===== config.mk =====
export PLATFORM = sky130hd
export DESIGN_NAME = twbpe_engine
export DESIGN_NICKNAME = d
export VERILOG_FILES = /design/src/rtl/twbpe_pkg.sv /design/src/rtl/twbpe_engine.sv
export VERILOG_INCLUDE_DIRS = /design/src /design/src/rtl
export SDC_FILE = /design/constraint.sdc
export NUM_CORES = 1
export LEC_CHECK = 0
export ABC_AREA = 1
export BUFFER_PORTS_ARGS = -buffer_cell sky130_fd_sc_hd__buf_2
export CORE_ASPECT_RATIO = 0.7
export CORE_MARGIN = 8
export CORE_UTILIZATION = 50
export CTS_BUF_LIST = sky130_fd_sc_hd__clkbuf_8
export CTS_CLUSTER_SIZE = 28
export DETAILED_ROUTE_END_ITERATION = 10
export PLACE_DENSITY_LB_ADDON = 0.25
export SYNTH_ARGS = -nofsm -noshare
export SYNTH_HDL_FRONTEND = slang
export SYNTH_SLANG_ARGS = --single-unit

===== constraint.sdc =====
create_clock -name ref_clk -period 2.6 [get_ports ref_clk]
set_clock_uncertainty 0.05 [all_clocks]
set_input_delay 0.78 -clock ref_clk [delete_from_list [all_inputs] [get_ports ref_clk]]
set_output_delay 0.78 -clock ref_clk [all_outputs]
set_load 0.05 [all_outputs]

===== src/rtl/twbpe_regs.svh =====
// Constants of the two-wire bus protocol engine: status codes, timing, general call address, bit counts.
// Included by the engine; holds definitions only.
`ifndef TWBPE_REGS_SVH
`define TWBPE_REGS_SVH

// Status codes; bit 0 of an acknowledge-bearing code is set on a not-acknowledge
`define TWBPE_ST_NOINFO 8'hff
`define TWBPE_ST_BUSERR 8'h00
`define TWBPE_ST_START 8'h08
`define TWBPE_ST_REPSTART 8'h0c
`define TWBPE_ST_MT_ADDR 8'h10
`define TWBPE_ST_MT_DATA 8'h14
`define TWBPE_ST_ARBLOST 8'h18
`define TWBPE_ST_MR_ADDR 8'h20
`define TWBPE_ST_MR_DATA 8'h24
`define TWBPE_ST_SR_ADDR 8'h30
`define TWBPE_ST_SR_GCALL 8'h34
`define TWBPE_ST_SR_DATA 8'h38
`define TWBPE_ST_SR_STOP 8'h3c
`define TWBPE_ST_ST_ADDR 8'h40
`define TWBPE_ST_ST_DATA 8'h44

// Fixed part of one SCL half period, in clocks (a full period is twice the sum of this and the rate term)
`define TWBPE_HALF_BASE 16'd8
`define TWBPE_GCALL_ADDR 7'h00
`define TWBPE_BITS_PER_PACKET 4'd9
`define TWBPE_BITS_PER_BYTE 4'd8

`endif


===== src/rtl/twbpe_pkg.sv =====
// Types of the two-wire bus protocol engine.
// Shared by the engine and whatever drives its control ports.
package twbpe_pkg;

	typedef enum logic [2:0] {
		ST_IDLE = 3'b000,
		ST_START = 3'b001,
		ST_LOW = 3'b011,
		ST_HIGH = 3'b010,
		ST_HOLD = 3'b110,
		ST_STOP = 3'b111,
		ST_SLAVE = 3'b101
	} twbpe_state_t;

	typedef struct packed {
		logic startReq;
		logic stopReq;
		logic ackEnable;
	} twbpe_ctrl_t;

	typedef struct packed {
		logic [6:0] address;
		logic generalCallAccept;
	} twbpe_addr_t;

endpackage


===== src/rtl/twbpe_engine.sv =====
// Two-wire bus protocol engine: master and slave byte engine with event flag and SCL stall.
// Assumes open-drain pads outside (oe high pulls the line low) and software on ref_clk.
//
// Operation
// RULE1: event raises pending flag; status code follows one clock later.
// RULE2: status shows no-information code whenever the flag is clear; here from one clock after it clears.
// RULE3: SCL held low while the flag is set; here only as master or addressed slave.
// RULE4: flag after sending START or repeated START, and after each address byte.
// RULE5: flag when arbitration is lost as master.
// RULE6: flag when addressed by own or general call address, and per data byte.
// RULE7: flag on STOP or repeated START while still addressed as slave.
// RULE8: START or STOP at an illegal place gives bus error and flag.
// RULE9: SDA changes only while SCL is low; one SCL pulse per bit.
// RULE10: START/STOP are SDA edges with SCL high; bus busy between them.
// RULE11: repeated START keeps the bus busy until the next STOP.
// RULE12: address packet: seven bits MSB first, direction bit, acknowledge slot.
// RULE13: addressed slave pulls SDA low in ninth cycle; otherwise leaves it high.
// RULE14: all-zero address is general call, acknowledged only with write bit.
// RULE15: addresses with upper four bits all ones stay unassigned.
// RULE16: data packet is byte plus acknowledge; receiver answers NACK after last.
// RULE17: master makes clock, START and STOP; no START directly followed by STOP.
// RULE18: slave may stretch SCL low; master waits for SCL to rise.
// RULE19: master times SCL high and low from observed line levels.
// RULE20: master compares SDA with driven bit; mismatch means lost arbitration.
// RULE21: after losing, release SDA and check own address as slave.
// RULE22: multi-master software uses identical packet composition.
// RULE23: SCL rate is clock over sixteen plus twice divider times prescale.
// RULE24: writing one clears the flag; no operation starts while it is set.
// RULE25: received addresses compared with own address and, if enabled, general call.
// RULE26: lines driven open-drain only, and sampled through synchronisers.
// RULE27: reset clears flag, releases lines, leaves engine idle and unaddressed.
`include "twbpe_regs.svh"
`timescale 1ns/1ps
`default_nettype none

module twbpe_engine (
	input wire logic ref_clk,
	input wire logic nrst,
	input wire logic ctrlWrite,
	input wire twbpe_pkg::twbpe_ctrl_t ctrl,
	input wire logic [7:0] txData,
	input wire twbpe_pkg::twbpe_addr_t ownAddr,
	input wire logic [7:0] bitRateDivider,
	input wire logic [1:0] ratePrescaleSelect,
	output logic eventPendingFlag,
	output logic [7:0] busStatusCode,
	output logic [7:0] rxData,
	input wire logic sclIn,
	output logic sclOut,
	output logic sclOe,
	input wire logic sdaIn,
	output logic sdaOut,
	output logic sdaOe
);
	import twbpe_pkg::*;

	// Prescale factor is four to the power of the select field
	function automatic logic [15:0] prescaleValue(input logic [1:0] sel);
		prescaleValue = 16'h0001 << {sel, 1'b0};
	endfunction

	twbpe_state_t state_q, state_d;
	logic [1:0] phase_q, phase_d;
	logic [15:0] timer_q, timer_d;
	logic [3:0] bitCnt_q, bitCnt_d;
	logic [7:0] shift_q, shift_d, code_q, code_d, status_q, rxData_q, rxData_d;
	logic sdaLow_q, sdaLow_d, sclLow_q, sclLow_d;
	logic master_q, master_d, addressed_q, addressed_d, addrPhase_q, addrPhase_d;
	logic txMode_q, txMode_d, dirRead_q, dirRead_d, busy_q, busy_d;
	logic arbLost_q, arbLost_d, gcall_q, gcall_d, flag_q, setFlag;
	logic sclMeta_q, sclSync_q, sclPrev_q, sdaMeta_q, sdaSync_q, sdaPrev_q;

	wire logic sclRise = sclSync_q & ~sclPrev_q;
	wire logic sclFall = ~sclSync_q & sclPrev_q;
	// Bus conditions are SDA edges while SCL stays high
	wire logic startDet = sclSync_q & sclPrev_q & sdaPrev_q & ~sdaSync_q; // see RULE10
	wire logic stopDet = sclSync_q & sclPrev_q & ~sdaPrev_q & sdaSync_q; // see RULE10
	wire logic [15:0] rateTerm = 16'({8'h00, bitRateDivider} * prescaleValue(ratePrescaleSelect));
	wire logic [15:0] halfCycles = `TWBPE_HALF_BASE + rateTerm; // see RULE23
	wire logic halfDone = timer_q >= halfCycles - 16'h0001;
	wire logic ownMatch = shift_q[7:1] == ownAddr.address; // see RULE25
	wire logic gcMatch = ownAddr.generalCallAccept & (shift_q[7:1] == `TWBPE_GCALL_ADDR)
		& ~shift_q[0]; // see RULE14
	wire logic slaveSide = (state_q == ST_IDLE) | (state_q == ST_SLAVE)
		| ((state_q == ST_HOLD) & ~master_q);
	wire logic midByte = (state_q == ST_SLAVE) & (bitCnt_q != 4'd0);

	always_comb begin
		state_d = state_q;
		phase_d = phase_q;
		bitCnt_d = bitCnt_q;
		shift_d = shift_q;
		code_d = code_q;
		rxData_d = rxData_q;
		sdaLow_d = sdaLow_q;
		sclLow_d = sclLow_q;
		master_d = master_q;
		addressed_d = addressed_q;
		addrPhase_d = addrPhase_q;
		txMode_d = txMode_q;
		dirRead_d = dirRead_q;
		arbLost_d = arbLost_q;
		gcall_d = gcall_q;
		busy_d = (busy_q | startDet) & ~stopDet; // see RULE11
		setFlag = 1'b0;
		case (state_q)
			ST_IDLE: begin
				sdaLow_d = 1'b0;
				sclLow_d = 1'b0;
				if (ctrlWrite & ctrl.startReq) begin
					state_d = ST_START;
					phase_d = 2'd0;
				end
			end
			ST_START: begin
				case (phase_q)
					2'd0: begin
						sdaLow_d = 1'b0;
						// A slave-side START waits until the bus is free
						if (halfDone & (master_q | ~busy_q)) begin // see RULE10
							phase_d = 2'd1;
							sclLow_d = 1'b0;
						end
					end
					2'd1: begin
						if (sclSync_q & sdaSync_q & halfDone & (master_q | ~busy_q)) begin
							phase_d = 2'd2;
							sdaLow_d = 1'b1;
						end
					end
					default: begin
						if (halfDone) begin
							sclLow_d = 1'b1;
							setFlag = 1'b1; // see RULE4
							code_d = master_q ? `TWBPE_ST_REPSTART : `TWBPE_ST_START;
							master_d = 1'b1;
							addrPhase_d = 1'b1;
							state_d = ST_HOLD;
						end
					end
				endcase
			end
			ST_LOW: begin
				sclLow_d = 1'b1;
				// Data moves only once SCL is seen low
				if (~sclSync_q) begin // see RULE9
					sdaLow_d = (bitCnt_q == `TWBPE_BITS_PER_BYTE) ? (~txMode_q & ctrl.ackEnable)
						: (txMode_q & ~shift_q[7]); // see RULE16
				end
				if (halfDone & ~sclSync_q) begin // see RULE19
					sclLow_d = 1'b0;
					state_d = ST_HIGH;
				end
			end
			ST_HIGH: begin
				sclLow_d = 1'b0;
				if (sclRise) begin // see RULE18
					shift_d = {shift_q[6:0], sdaSync_q};
					bitCnt_d = bitCnt_q + 4'd1;
					// Catch a read byte on its eighth bit, before the ack bit shifts it out
					if (dirRead_q & ~addrPhase_q & (bitCnt_q == 4'd7)) begin // see RULE12
						rxData_d = {shift_q[6:0], sdaSync_q};
					end
					if (txMode_q & (bitCnt_q < `TWBPE_BITS_PER_BYTE) & ~sdaLow_q & ~sdaSync_q) begin
						master_d = 1'b0; // see RULE20
						arbLost_d = 1'b1;
						sdaLow_d = 1'b0; // see RULE21
						txMode_d = 1'b0;
						state_d = ST_SLAVE;
					end
				end else if ((halfDone & sclSync_q) | sclFall) begin // see RULE19
					sclLow_d = 1'b1;
					if (bitCnt_q == `TWBPE_BITS_PER_PACKET) begin
						setFlag = 1'b1; // see RULE4
						if (addrPhase_q) begin
							code_d = (dirRead_q ? `TWBPE_ST_MR_ADDR : `TWBPE_ST_MT_ADDR) | {7'h00, shift_q[0]};
						end else begin
							code_d = (dirRead_q ? `TWBPE_ST_MR_DATA : `TWBPE_ST_MT_DATA) | {7'h00, shift_q[0]};
						end
						addrPhase_d = 1'b0;
						sdaLow_d = 1'b0;
						state_d = ST_HOLD;
					end else begin
						state_d = ST_LOW;
					end
				end
			end
			ST_SLAVE: begin
				sclLow_d = 1'b0;
				if (sclRise) begin
					shift_d = {shift_q[6:0], sdaSync_q};
					bitCnt_d = bitCnt_q + 4'd1;
				end else if (sclFall) begin
					if (bitCnt_q == `TWBPE_BITS_PER_BYTE) begin
						if (addrPhase_q) begin
							addressed_d = ownMatch | gcMatch; // see RULE6
							gcall_d = gcMatch;
							txMode_d = ownMatch & shift_q[0];
							sdaLow_d = (ownMatch | gcMatch) & ctrl.ackEnable; // see RULE13
						end else begin
							sdaLow_d = addressed_q & ~txMode_q & ctrl.ackEnable; // see RULE16
							rxData_d = shift_q;
						end
						if (~(addrPhase_q & (ownMatch | gcMatch)) & ~addressed_q) begin
							sdaLow_d = 1'b0;
							arbLost_d = 1'b0;
							setFlag = arbLost_q; // see RULE5
							code_d = `TWBPE_ST_ARBLOST;
							state_d = arbLost_q ? ST_HOLD : ST_IDLE;
						end
					end else if (bitCnt_q == `TWBPE_BITS_PER_PACKET) begin
						setFlag = 1'b1; // see RULE6
						sdaLow_d = 1'b0;
						if (addrPhase_q) begin
							code_d = gcall_q ? `TWBPE_ST_SR_GCALL
								: (txMode_q ? `TWBPE_ST_ST_ADDR : `TWBPE_ST_SR_ADDR);
						end else begin
							code_d = txMode_q ? (`TWBPE_ST_ST_DATA | {7'h00, shift_q[0]}) : `TWBPE_ST_SR_DATA;
						end
						addrPhase_d = 1'b0;
						arbLost_d = 1'b0;
						state_d = ST_HOLD;
					end else begin
						sdaLow_d = txMode_q & ~shift_q[7]; // see RULE9
					end
				end
			end
			ST_HOLD: begin
				// Stretch only once the line is already low, never cut a high phase short
				sclLow_d = (master_q | addressed_q) & (sclLow_q | ~sclSync_q); // see RULE3
				if (ctrlWrite & flag_q) begin // see RULE24
					bitCnt_d = 4'd0;
					shift_d = txData;
					phase_d = 2'd0;
					if (ctrl.startReq) begin
						state_d = ST_START;
					end else if (ctrl.stopReq & master_q & ~addrPhase_q) begin // see RULE17
						state_d = ST_STOP;
					end else if (master_q) begin
						state_d = ST_LOW; // see RULE12
						txMode_d = addrPhase_q | ~dirRead_q;
						dirRead_d = addrPhase_q ? txData[0] : dirRead_q;
					end else if (addressed_q) begin
						state_d = ST_SLAVE;
						sclLow_d = 1'b0;
						sdaLow_d = txMode_q & ~txData[7];
					end else begin
						state_d = ST_IDLE;
						sclLow_d = 1'b0;
					end
				end
			end
			ST_STOP: begin
				case (phase_q)
					2'd0: begin
						sclLow_d = 1'b1;
						sdaLow_d = 1'b1;
						if (halfDone) begin
							phase_d = 2'd1;
							sclLow_d = 1'b0;
						end
					end
					2'd1: begin
						if (sclSync_q & halfDone) begin // see RULE18
							phase_d = 2'd2;
							sdaLow_d = 1'b0;
						end
					end
					default: begin
						if (halfDone) begin
							master_d = 1'b0;
							state_d = ST_IDLE;
						end
					end
				endcase
			end
			default: begin
				state_d = ST_IDLE;
			end
		endcase
		if ((startDet | stopDet) & slaveSide) begin
			if (addressed_q) begin
				setFlag = 1'b1; // see RULE7
				code_d = `TWBPE_ST_SR_STOP;
			end else if (midByte) begin
				setFlag = 1'b1; // see RULE8
				code_d = `TWBPE_ST_BUSERR;
			end
			addressed_d = 1'b0;
			txMode_d = 1'b0;
			sdaLow_d = 1'b0;
			sclLow_d = 1'b0;
			bitCnt_d = 4'd0;
			addrPhase_d = startDet;
			state_d = startDet ? ST_SLAVE : ST_IDLE;
		end else if ((startDet | stopDet) & master_q
			& ((state_q == ST_LOW) | (state_q == ST_HIGH))) begin
			setFlag = 1'b1; // see RULE8
			code_d = `TWBPE_ST_BUSERR;
			master_d = 1'b0;
			sdaLow_d = 1'b0;
			sclLow_d = 1'b0;
			state_d = ST_HOLD;
		end
	end

	// Half-period timer restarts at every observed SCL edge and every step
	always_comb begin
		if (sclRise | sclFall | (state_d != state_q) | (phase_d != phase_q)) begin // see RULE19
			timer_d = 16'h0000;
		end else if (timer_q == 16'hffff) begin
			timer_d = timer_q;
		end else begin
			timer_d = timer_q + 16'h0001;
		end
	end

	// Pins pass two flip-flops; only the second stage and its delayed copy are read
	always_ff @(posedge ref_clk or negedge nrst) begin
		if (!nrst) begin
			{sclMeta_q, sclSync_q, sclPrev_q} <= 3'b111; // see RULE26
			{sdaMeta_q, sdaSync_q, sdaPrev_q} <= 3'b111;
		end else begin
			{sclMeta_q, sclSync_q, sclPrev_q} <= {sclIn, sclMeta_q, sclSync_q};
			{sdaMeta_q, sdaSync_q, sdaPrev_q} <= {sdaIn, sdaMeta_q, sdaSync_q};
		end
	end

	always_ff @(posedge ref_clk or negedge nrst) begin
		if (!nrst) begin
			state_q <= ST_IDLE; // see RULE27
			{phase_q, bitCnt_q, timer_q} <= '0;
			{shift_q, rxData_q} <= '0;
			code_q <= `TWBPE_ST_NOINFO;
			status_q <= `TWBPE_ST_NOINFO;
			{sdaLow_q, sclLow_q, master_q, addressed_q, addrPhase_q} <= '0;
			{txMode_q, dirRead_q, busy_q, arbLost_q, gcall_q, flag_q} <= '0;
		end else begin
			state_q <= state_d;
			phase_q <= phase_d;
			bitCnt_q <= bitCnt_d;
			timer_q <= timer_d;
			shift_q <= shift_d;
			rxData_q <= rxData_d;
			code_q <= code_d;
			// Status trails the flag by one clock in both directions
			status_q <= flag_q ? code_q : `TWBPE_ST_NOINFO; // see RULE1, see RULE2
			{sdaLow_q, sclLow_q, master_q, addressed_q, addrPhase_q} <=
				{sdaLow_d, sclLow_d, master_d, addressed_d, addrPhase_d};
			{txMode_q, dirRead_q, busy_q, arbLost_q, gcall_q} <=
				{txMode_d, dirRead_d, busy_d, arbLost_d, gcall_d};
			// A new event in the clearing cycle keeps the flag set
			flag_q <= setFlag | (flag_q & ~ctrlWrite); // see RULE24
		end
	end

	assign eventPendingFlag = flag_q;
	assign busStatusCode = status_q;
	assign rxData = rxData_q;
	assign sclOut = 1'b0; // see RULE26
	assign sdaOut = 1'b0;
	assign sclOe = sclLow_q;
	assign sdaOe = sdaLow_q;

endmodule

`default_nettype wire


==> run summary, run 1 <==
Worst slew pin tran = 733 ps
Synthesized cell area = 0.00646 mm2
Top cell type's share of synthesized area = 20.1%
Syn Area/Cell = 7.21 um2
Multi-input gate area = 0.00434 mm2
Distinct cells, synth = 47
CP most frequent cell = nand2_2
RR Startpoint = timer_q[7]$_DFFE_PN0P_
Run status = finished, violations left
RePlAce Congestion = 0.998
Initial Util = 51.7%
Max VDD drop = 0.605 mV
Pwr Total = 6.81 mW
Largest net degree at the start of global routing = 44
Leading area contributor after synthesis = dfrtp_1
Period utilization = 233%
PD cells = 782 mW/mm2
GRT Resource Usage Total = 23.1%
Register area = 0.00188 mm2
Hold WC Path Type = in -> async
Leak Pwr = 4.45 nW
Fillers = 1045
Hold WS = 270 ps
CP max stage cell = fa_1
WS Path Type = in -> reg
Fmax = 0.165 GHz
CTS root buffer = clkbuf_8
EDFF count, synth = 0
Post-route DRC = 0
Initial antenna violation count = 0
Final hold vios = 0
Core box area = 0.0125 mm2
CP max FO = 8
H-tree depth = 3
DR iter-0 viols = 841
Clock Sinks = 74
DR WL/cell = 16.2 um
# rows = 34
Final #Nets = 1202
Worst-Skew Late Latency = 380 ps
Overall die width = 152 um
Startpoint Class = input port
Critical path origin = ratePrescaleSelect[0]
Top_reg_cell synth = dfrtp_1
Vias/cell = 5.43
DIE HEIGHT = 111 um
FFs w/ async S/R, synth = 100%
Area grow syn2layout = 34.7%
Share of layout cells above drive strength 1 = 35.1%
Synth top cells by count = 184 x nand2_1, 131 x inv_1, 108 x nor2_1
Failing checks = setup timing
Critical path arrival = 6320 ps
Most frequent cell after synthesis = nand2_1
Register bit total from synthesis = 74
Slew headroom = 50.6%
Gr ovfl total = 0
WL final = 20400 um
Number of global-route vias before repair = 6417
Worst EP required = 2860 ps
TritonCTS clock tree = yes
Period minus WS final = 6050 ps
Crit. End Element = flop
Pre-antenna DRT Iters = 6
Global-route wire length before repair = 32400 um
Ys Warns = 0
# diodes = 0
Antenna Violating Nets Remaining = 0
Max-slew violation count = 0
Synth area leaders = dfrtp_1 20%, ha_1 13%, nand2_1 11%, dfstp_2 8.9%, inv_1 7.6%
Worst stage delay on the critical path = 490 ps
CTS buffer count = 9
Max cap viols = 0
Port Buffers = 52
Die footprint = 0.0169 mm2
Syn Inst Count = 897
Via Count = 6856
RSZ-0062 raised after global routing = yes
Setup violators final = 34
CTS max path bufs = 2
Register area share after synthesis = 29.1%
Setup ws final = -3450 ps
Post-detail-place hpwl = 15900 um
IO Count = 55
Clock slew at reported path FFs = 90 ps
Reg2reg setup slack = -230 ps
-- cells by family after synthesis --
logic type / count (synthesis) / synth area share (%)
buf+inv: 165 / 10.4
other cells: 1 / 0.0580
fa+ha+maj: 72 / 14.8
flops: 74 / 29.1
compound gates: 155 / 14.2
mux: 3 / 0.484
simple gates: 405 / 28.0
xor+xnor: 22 / 2.98
-- final cells by class --
class | instances | area share (%)
sequential | 74 | 21.6
inverter | 149 | 6.71
tap | 162 | 2.33
multi-input combinational | 660 | 49.9
clock inverter | 7 | 1.09
clock buffer | 9 | 1.42
timing repair buffer | 202 | 17.0
-- worst max-delay path: cells and delay by family --
family | cells | cell delay, ps
buffers and inverters | 6 | 580
AO/OA/AOI/OAI | 5 | 810
AND/OR/NAND/NOR | 20 | 1850
adder cells (fa/ha/maj) | 6 | 2070
XOR/XNOR | 1 | 210
-- registers in the layout, summed over array words and instances (netlist names), 2 cells and up --
name,flops
bitCnt_q,4
busStatusCode,8
code_q,8
phase_q,2
rxData,8
shift_q,8
state_q,3
timer_q,16
-- layer usage --
metal / wire length [um] / track usage [%]
met1: 9880 / 35.2
met2: 7920 / 30.4
met3: 2320 / 7.21
met4: 310 / 5.00
met5: 0 / 0
-- power breakdown --
| group | internal (mW) | switching [mW] | total, mW | leakage, nW |
|---|---|---|---|---|
| Clock | 0.473 | 0.536 | 1.01 | 0.111 |
| Combinational | 1.53 | 2.56 | 4.10 | 3.43 |
| Sequential | 1.45 | 0.252 | 1.70 | 0.912 |
| Total | 3.46 | 3.35 | 6.81 | 4.45 |
-- final timing paths --
check / end / cells past startpoint
max in group asynchronous: code_q[3]$_DFF_PN1_ / 2
min in group ref_clk: sclSync_q$_DFF_PN1_ / 0
max reg2reg: timer_q[14]$_DFFE_PN0P_ / 22
min: rxData[3]$_DFFE_PN0P_ / 1
max: timer_q[14]$_DFFE_PN0P_ / 38
min reg2reg: sclSync_q$_DFF_PN1_ / 0
-- timing repair --
item	4_1_cts	5_1_grt
cloned	0	1
gates resized for setup	44	65
endpoints found under the setup margin	34	34
pin swaps	14	28
setup buffers	8	5
hold buffers	0	0
-- through the flow --
stage	utilization, %	TNS, ps	worst slack (ps)	instances	cell area [um2]
5_1_grt	69.6	-116720	-3700	1263	8700
3_5_place_dp	63.7	-119730	-3740	1234	7960
3_3_place_gp	63.7	-116390	-3630	1234	7960
6_report	69.6	-108480	-3450	1263	8700
2_1_floorplan	-	-97110	-3120	899	6550
4_1_cts	67.1	-102460	-3240	1257	8400
-- cell usage in the layout (no fill, tap or decap), drive strengths merged, types with 2 or more instances in the layout --
cell type / netlist / final
fa: 7 / 7
dfstp: 22 / 22
a211oi: 5 / 5
a21oi: 43 / 43
xor2: 15 / 15
nor3: 16 / 16
clkinv: 0 / 2
xnor2: 7 / 7
a2111oi: 2 / 2
o22ai: 5 / 5
a221oi: 3 / 3
buf: 11 / 201
mux2i: 2 / 2
o21bai: 2 / 2
nand4: 16 / 16
o21ai: 68 / 68
a31oi: 5 / 5
o2111ai: 6 / 6
inv: 149 / 153
dfrtp: 52 / 52
ha: 65 / 65
nor2: 129 / 129
nand2: 198 / 198
o211ai: 12 / 12
conb: 1 / 3
nand3: 43 / 43
clkbuf: 5 / 10
nor4: 3 / 3
Power figures use the tool's default switching activity.
==> run 2: changes to the inputs <==
--- a/config.mk
+++ b/config.mk
@@ -6,7 +6,6 @@
 export SDC_FILE = /design/constraint.sdc
 export NUM_CORES = 1
 export LEC_CHECK = 0
-export ABC_AREA = 1
 export BUFFER_PORTS_ARGS = -buffer_cell sky130_fd_sc_hd__buf_2
 export CORE_ASPECT_RATIO = 0.7
 export CORE_MARGIN = 8
==> constraint.sdc (replaced) <==
create_clock -name ref_clk -period 2.6 [get_ports ref_clk]
set_clock_uncertainty 0.05 [all_clocks]
set_input_delay 0.78 -clock ref_clk [delete_from_list [all_inputs] [get_ports ref_clk]]
set_output_delay 0.78 -clock ref_clk [all_outputs]
set_load 0.01 [all_outputs]
==> run 2 against run 1 <==
  * Final area grew 0.56%
  * The run still ends with setup timing left
  * Largest power group unchanged
  * Die area shrank 2.0%
  * Synthesized cell count shrank 20%
  * Combinational power shrank 19%
  * Utilization grew 1.1 points
  * First-iteration DRC count shrank 21%
==> run summary, run 2 <==
Run status = finished, violations left (unchanged)
Failing checks = setup timing (unchanged)
Fmax = 0.158 GHz (was 0.165 GHz)
Register bit total from synthesis = 74 (unchanged)
# diodes = 0 (unchanged)
Gr ovfl total = 0 (unchanged)
Startpoint Class = input port (unchanged)
Hold_buf cts = 0 (unchanged)
Top_reg_cell synth = dfrtp_1 (unchanged)
# rows = 34 (unchanged)
DIE HEIGHT = 110 um (was 111 um)
Setup violators final = 34 (unchanged)
CTS buffer count = 9 (unchanged)
Die footprint = 0.0165 mm2 (was 0.0169 mm2)
Top reg by flops = timer_q (unchanged)
Hold WS = 289 ps (was 270 ps)
Largest net degree at the start of global routing = 27 (was 44)
Leading area contributor after synthesis = dfrtp_1 (unchanged)
Syn Area/Cell = 8.80 um2 (was 7.21 um2)
Number of global-route vias before repair = 6388 (was 6417)
Post-detail-place hpwl = 16000 um (was 15900 um)
Final hold vios = 0 (unchanged)
Setup ws final = -3730 ps (was -3450 ps)
Global-route wire length before repair = 32700 um (was 32400 um)
Period utilization = 243% (was 233%)
Syn Inst Count = 718 (was 897)
DR iter-0 viols = 664 (was 841)
Most frequent cell after synthesis = nand2_1 (unchanged)
Vias/cell = 5.96 (was 5.43)
Synth area leaders = dfrtp_1 21%, ha_1 13%, dfstp_2 9.1%, nand2_1 4.6%, o21ai_0 3.3% (was dfrtp_1 20%, ha_1 13%, nand2_1 11%, dfstp_2 8.9%, inv_1 7.6%)
Max-slew violation count = 0 (unchanged)
Post-route DRC = 0 (unchanged)
Clock slew at reported path FFs = 90 ps (about the same)
Area grow syn2layout = 38.5% (was 34.7%)
Slew headroom = 64.0% (was 50.6%)
Worst r2r path cells = 11 (was 22)
FFs w/ async S/R, synth = 100% (unchanged)
Overall die width = 150 um (was 152 um)
Share of layout cells above drive strength 1 = 37.6% (was 35.1%)
DR WL/cell = 19.5 um (was 16.2 um)
Final TNS setup = -119420 ps (was -108480 ps)
Ys Warns = 0 (unchanged)
CTS root buffer = clkbuf_8 (unchanged)
Register area share after synthesis = 29.7% (was 29.1%)
CP max FO = 8 (unchanged)
Final #Nets = 1018 (was 1202)
Pre-antenna DRT Iters = 6 (unchanged)
H-tree depth = 3 (unchanged)
Synth top cells by count = 77 x nand2_1, 65 x ha_1, 52 x dfrtp_1 (was 184 x nand2_1, 131 x inv_1, 108 x nor2_1)
Critical path arrival = 6550 ps (was 6320 ps)
Highest-count cells in the layout ignoring fill and taps = 145 x buf_4, 74 x nand2_1, 55 x ha_1, 51 x dfrtp_1, 49 x buf_2 (was 157 x nand2_1, 141 x buf_4, 123 x inv_1, 95 x nor2_1, 61 x ha_1)
RePlAce Congestion = 0.969 (was 0.998)
Antenna Violating Nets Remaining = 0 (unchanged)
CTS max path bufs = 2 (unchanged)
Distinct cells, synth = 79 (was 47)
Top cell type's share of synthesized area = 20.6% (was 20.1%)
Worst-Skew Late Latency = 360 ps (was 380 ps)
TritonCTS clock tree = yes (unchanged)
EDFF count, synth = 0 (unchanged)
Initial antenna violation count = 0 (unchanged)
Core box area = 0.0124 mm2 (was 0.0125 mm2)
Worst EP required = 2820 ps (was 2860 ps)
Period minus WS final = 6330 ps (was 6050 ps)
Clock Sinks = 74 (unchanged)
Largest register FFs = 16 (unchanged)
Max cap viols = 0 (unchanged)
Via Count = 6428 (was 6856)
Max VDD drop = 0.429 mV (was 0.605 mV)
GRT Resource Usage Total = 24.9% (was 23.1%)
WS Path Type = in -> reg (unchanged)
Reg2reg setup slack = -480 ps (was -230 ps)
RSZ-0062 raised after global routing = yes (unchanged)
PD cells = 656 mW/mm2 (was 782 mW/mm2)
Port Buffers = 52 (unchanged)
Crit. End Element = flop (unchanged)
Pwr Total = 5.74 mW (was 6.81 mW)
WL final = 21100 um (was 20400 um)
Initial Util = 51.0% (was 51.7%)
Most common cell after layout, fill and taps aside = buf_4 (was nand2_1)
Hold WC Path Type = in -> async (unchanged)
IO Count = 55 (unchanged)
Synthesized cell area = 0.00632 mm2 (was 0.00646 mm2)
Leak Pwr = 4.03 nW (was 4.45 nW)
Worst slew pin tran = 534 ps (was 733 ps)
## run 2: cell families after synthesis
group	Yosys count	share of synthesized area, %
AOI/OAI and AO/OA	173	18.5
xor gates and xnor gates	35	5.15
and+or+nand+nor	280	23.8
muxes	20	3.21
adders and majority gates	72	15.1
DFF	74	29.7
other	1	0.0593
buffers and inverters	63	4.51
## run 2: worst paths after layout
check / end / from
min in group ref_clk: sdaSync_q$_DFF_PN1_ / sdaMeta_q$_DFF_PN1_
max: timer_q[6]$_DFFE_PN0P_ / ratePrescaleSelect[1]
max reg2reg: timer_q[6]$_DFFE_PN0P_ / timer_q[11]$_DFFE_PN0P_
max in group asynchronous: busStatusCode[3]$_DFF_PN1_ / nrst
min reg2reg: sdaSync_q$_DFF_PN1_ / sdaMeta_q$_DFF_PN1_
min: bitCnt_q[1]$_DFFE_PN0P_ / nrst
## run 2: timing repair
| item | CTS | global route |
|---|---|---|
| buffers inserted | 12 | 9 |
| gates cloned | 0 | 2 |
| pin swaps | 23 | 18 |
| endpoints found under the setup margin | 34 | 42 |
| gates resized for setup | 40 | 57 |
## run 2: critical path, cell delays in order
cell and delay (ps):
buf_12 110, nor2b_4 130, buf_4 120, buf_4 130
and2_1 170, ha_4 280, ha_4 200, fa_1 600
ha_4 220, ha_4 220, and3_4 190, a21oi_4 120
a21bo_4 250, o41ai_4 270, buf_4 190, xnor2_2 60
ha_1 310, nand4_1 130, nor3_4 230, o2111a_2 240
a221oi_4 70, a21bo_4 220, a221o_1 360, o31a_4 310
xor2_4 180, buf_12 160, nor4_4 260
## run 2: routing by layer
metal  global-route usage (%)  vias to the layer above  routed length (um)
met5                        0                        -                   0
met4                     4.34                        0                 192
met3                     4.69                       21                1820
met2                     38.2                      287                9380
met1                     36.1                     3132                9700
li1                         -                     2988                   -
## run 2: per-stage QoR
step	util, %	worst slack, ps	area [um2]	instances
6_report	70.7	-3730	8750	1079
5_1_grt	70.7	-3870	8750	1079
4_1_cts	67.5	-3600	8360	1071
3_5_place_dp	63.6	-4200	7870	1044
3_3_place_gp	63.6	-4000	7870	1044
2_1_floorplan	-	-3860	6490	720
## run 2: cell type report
class	count	area, um2
multi-input combinational	583	4720
clock inverter	7	70.1
timing repair buffer	214	1640
inverter	30	113
clock buffer	9	124
sequential	74	1880
fill	919	3630
tap	162	203
## run 2: report_power, final
group | internal (mW) | switching, mW | total [mW]
Clock | 0.444 | 0.482 | 0.926
Combinational | 1.56 | 1.76 | 3.31
Sequential | 1.30 | 0.199 | 1.50
Total | 3.31 | 2.44 | 5.74
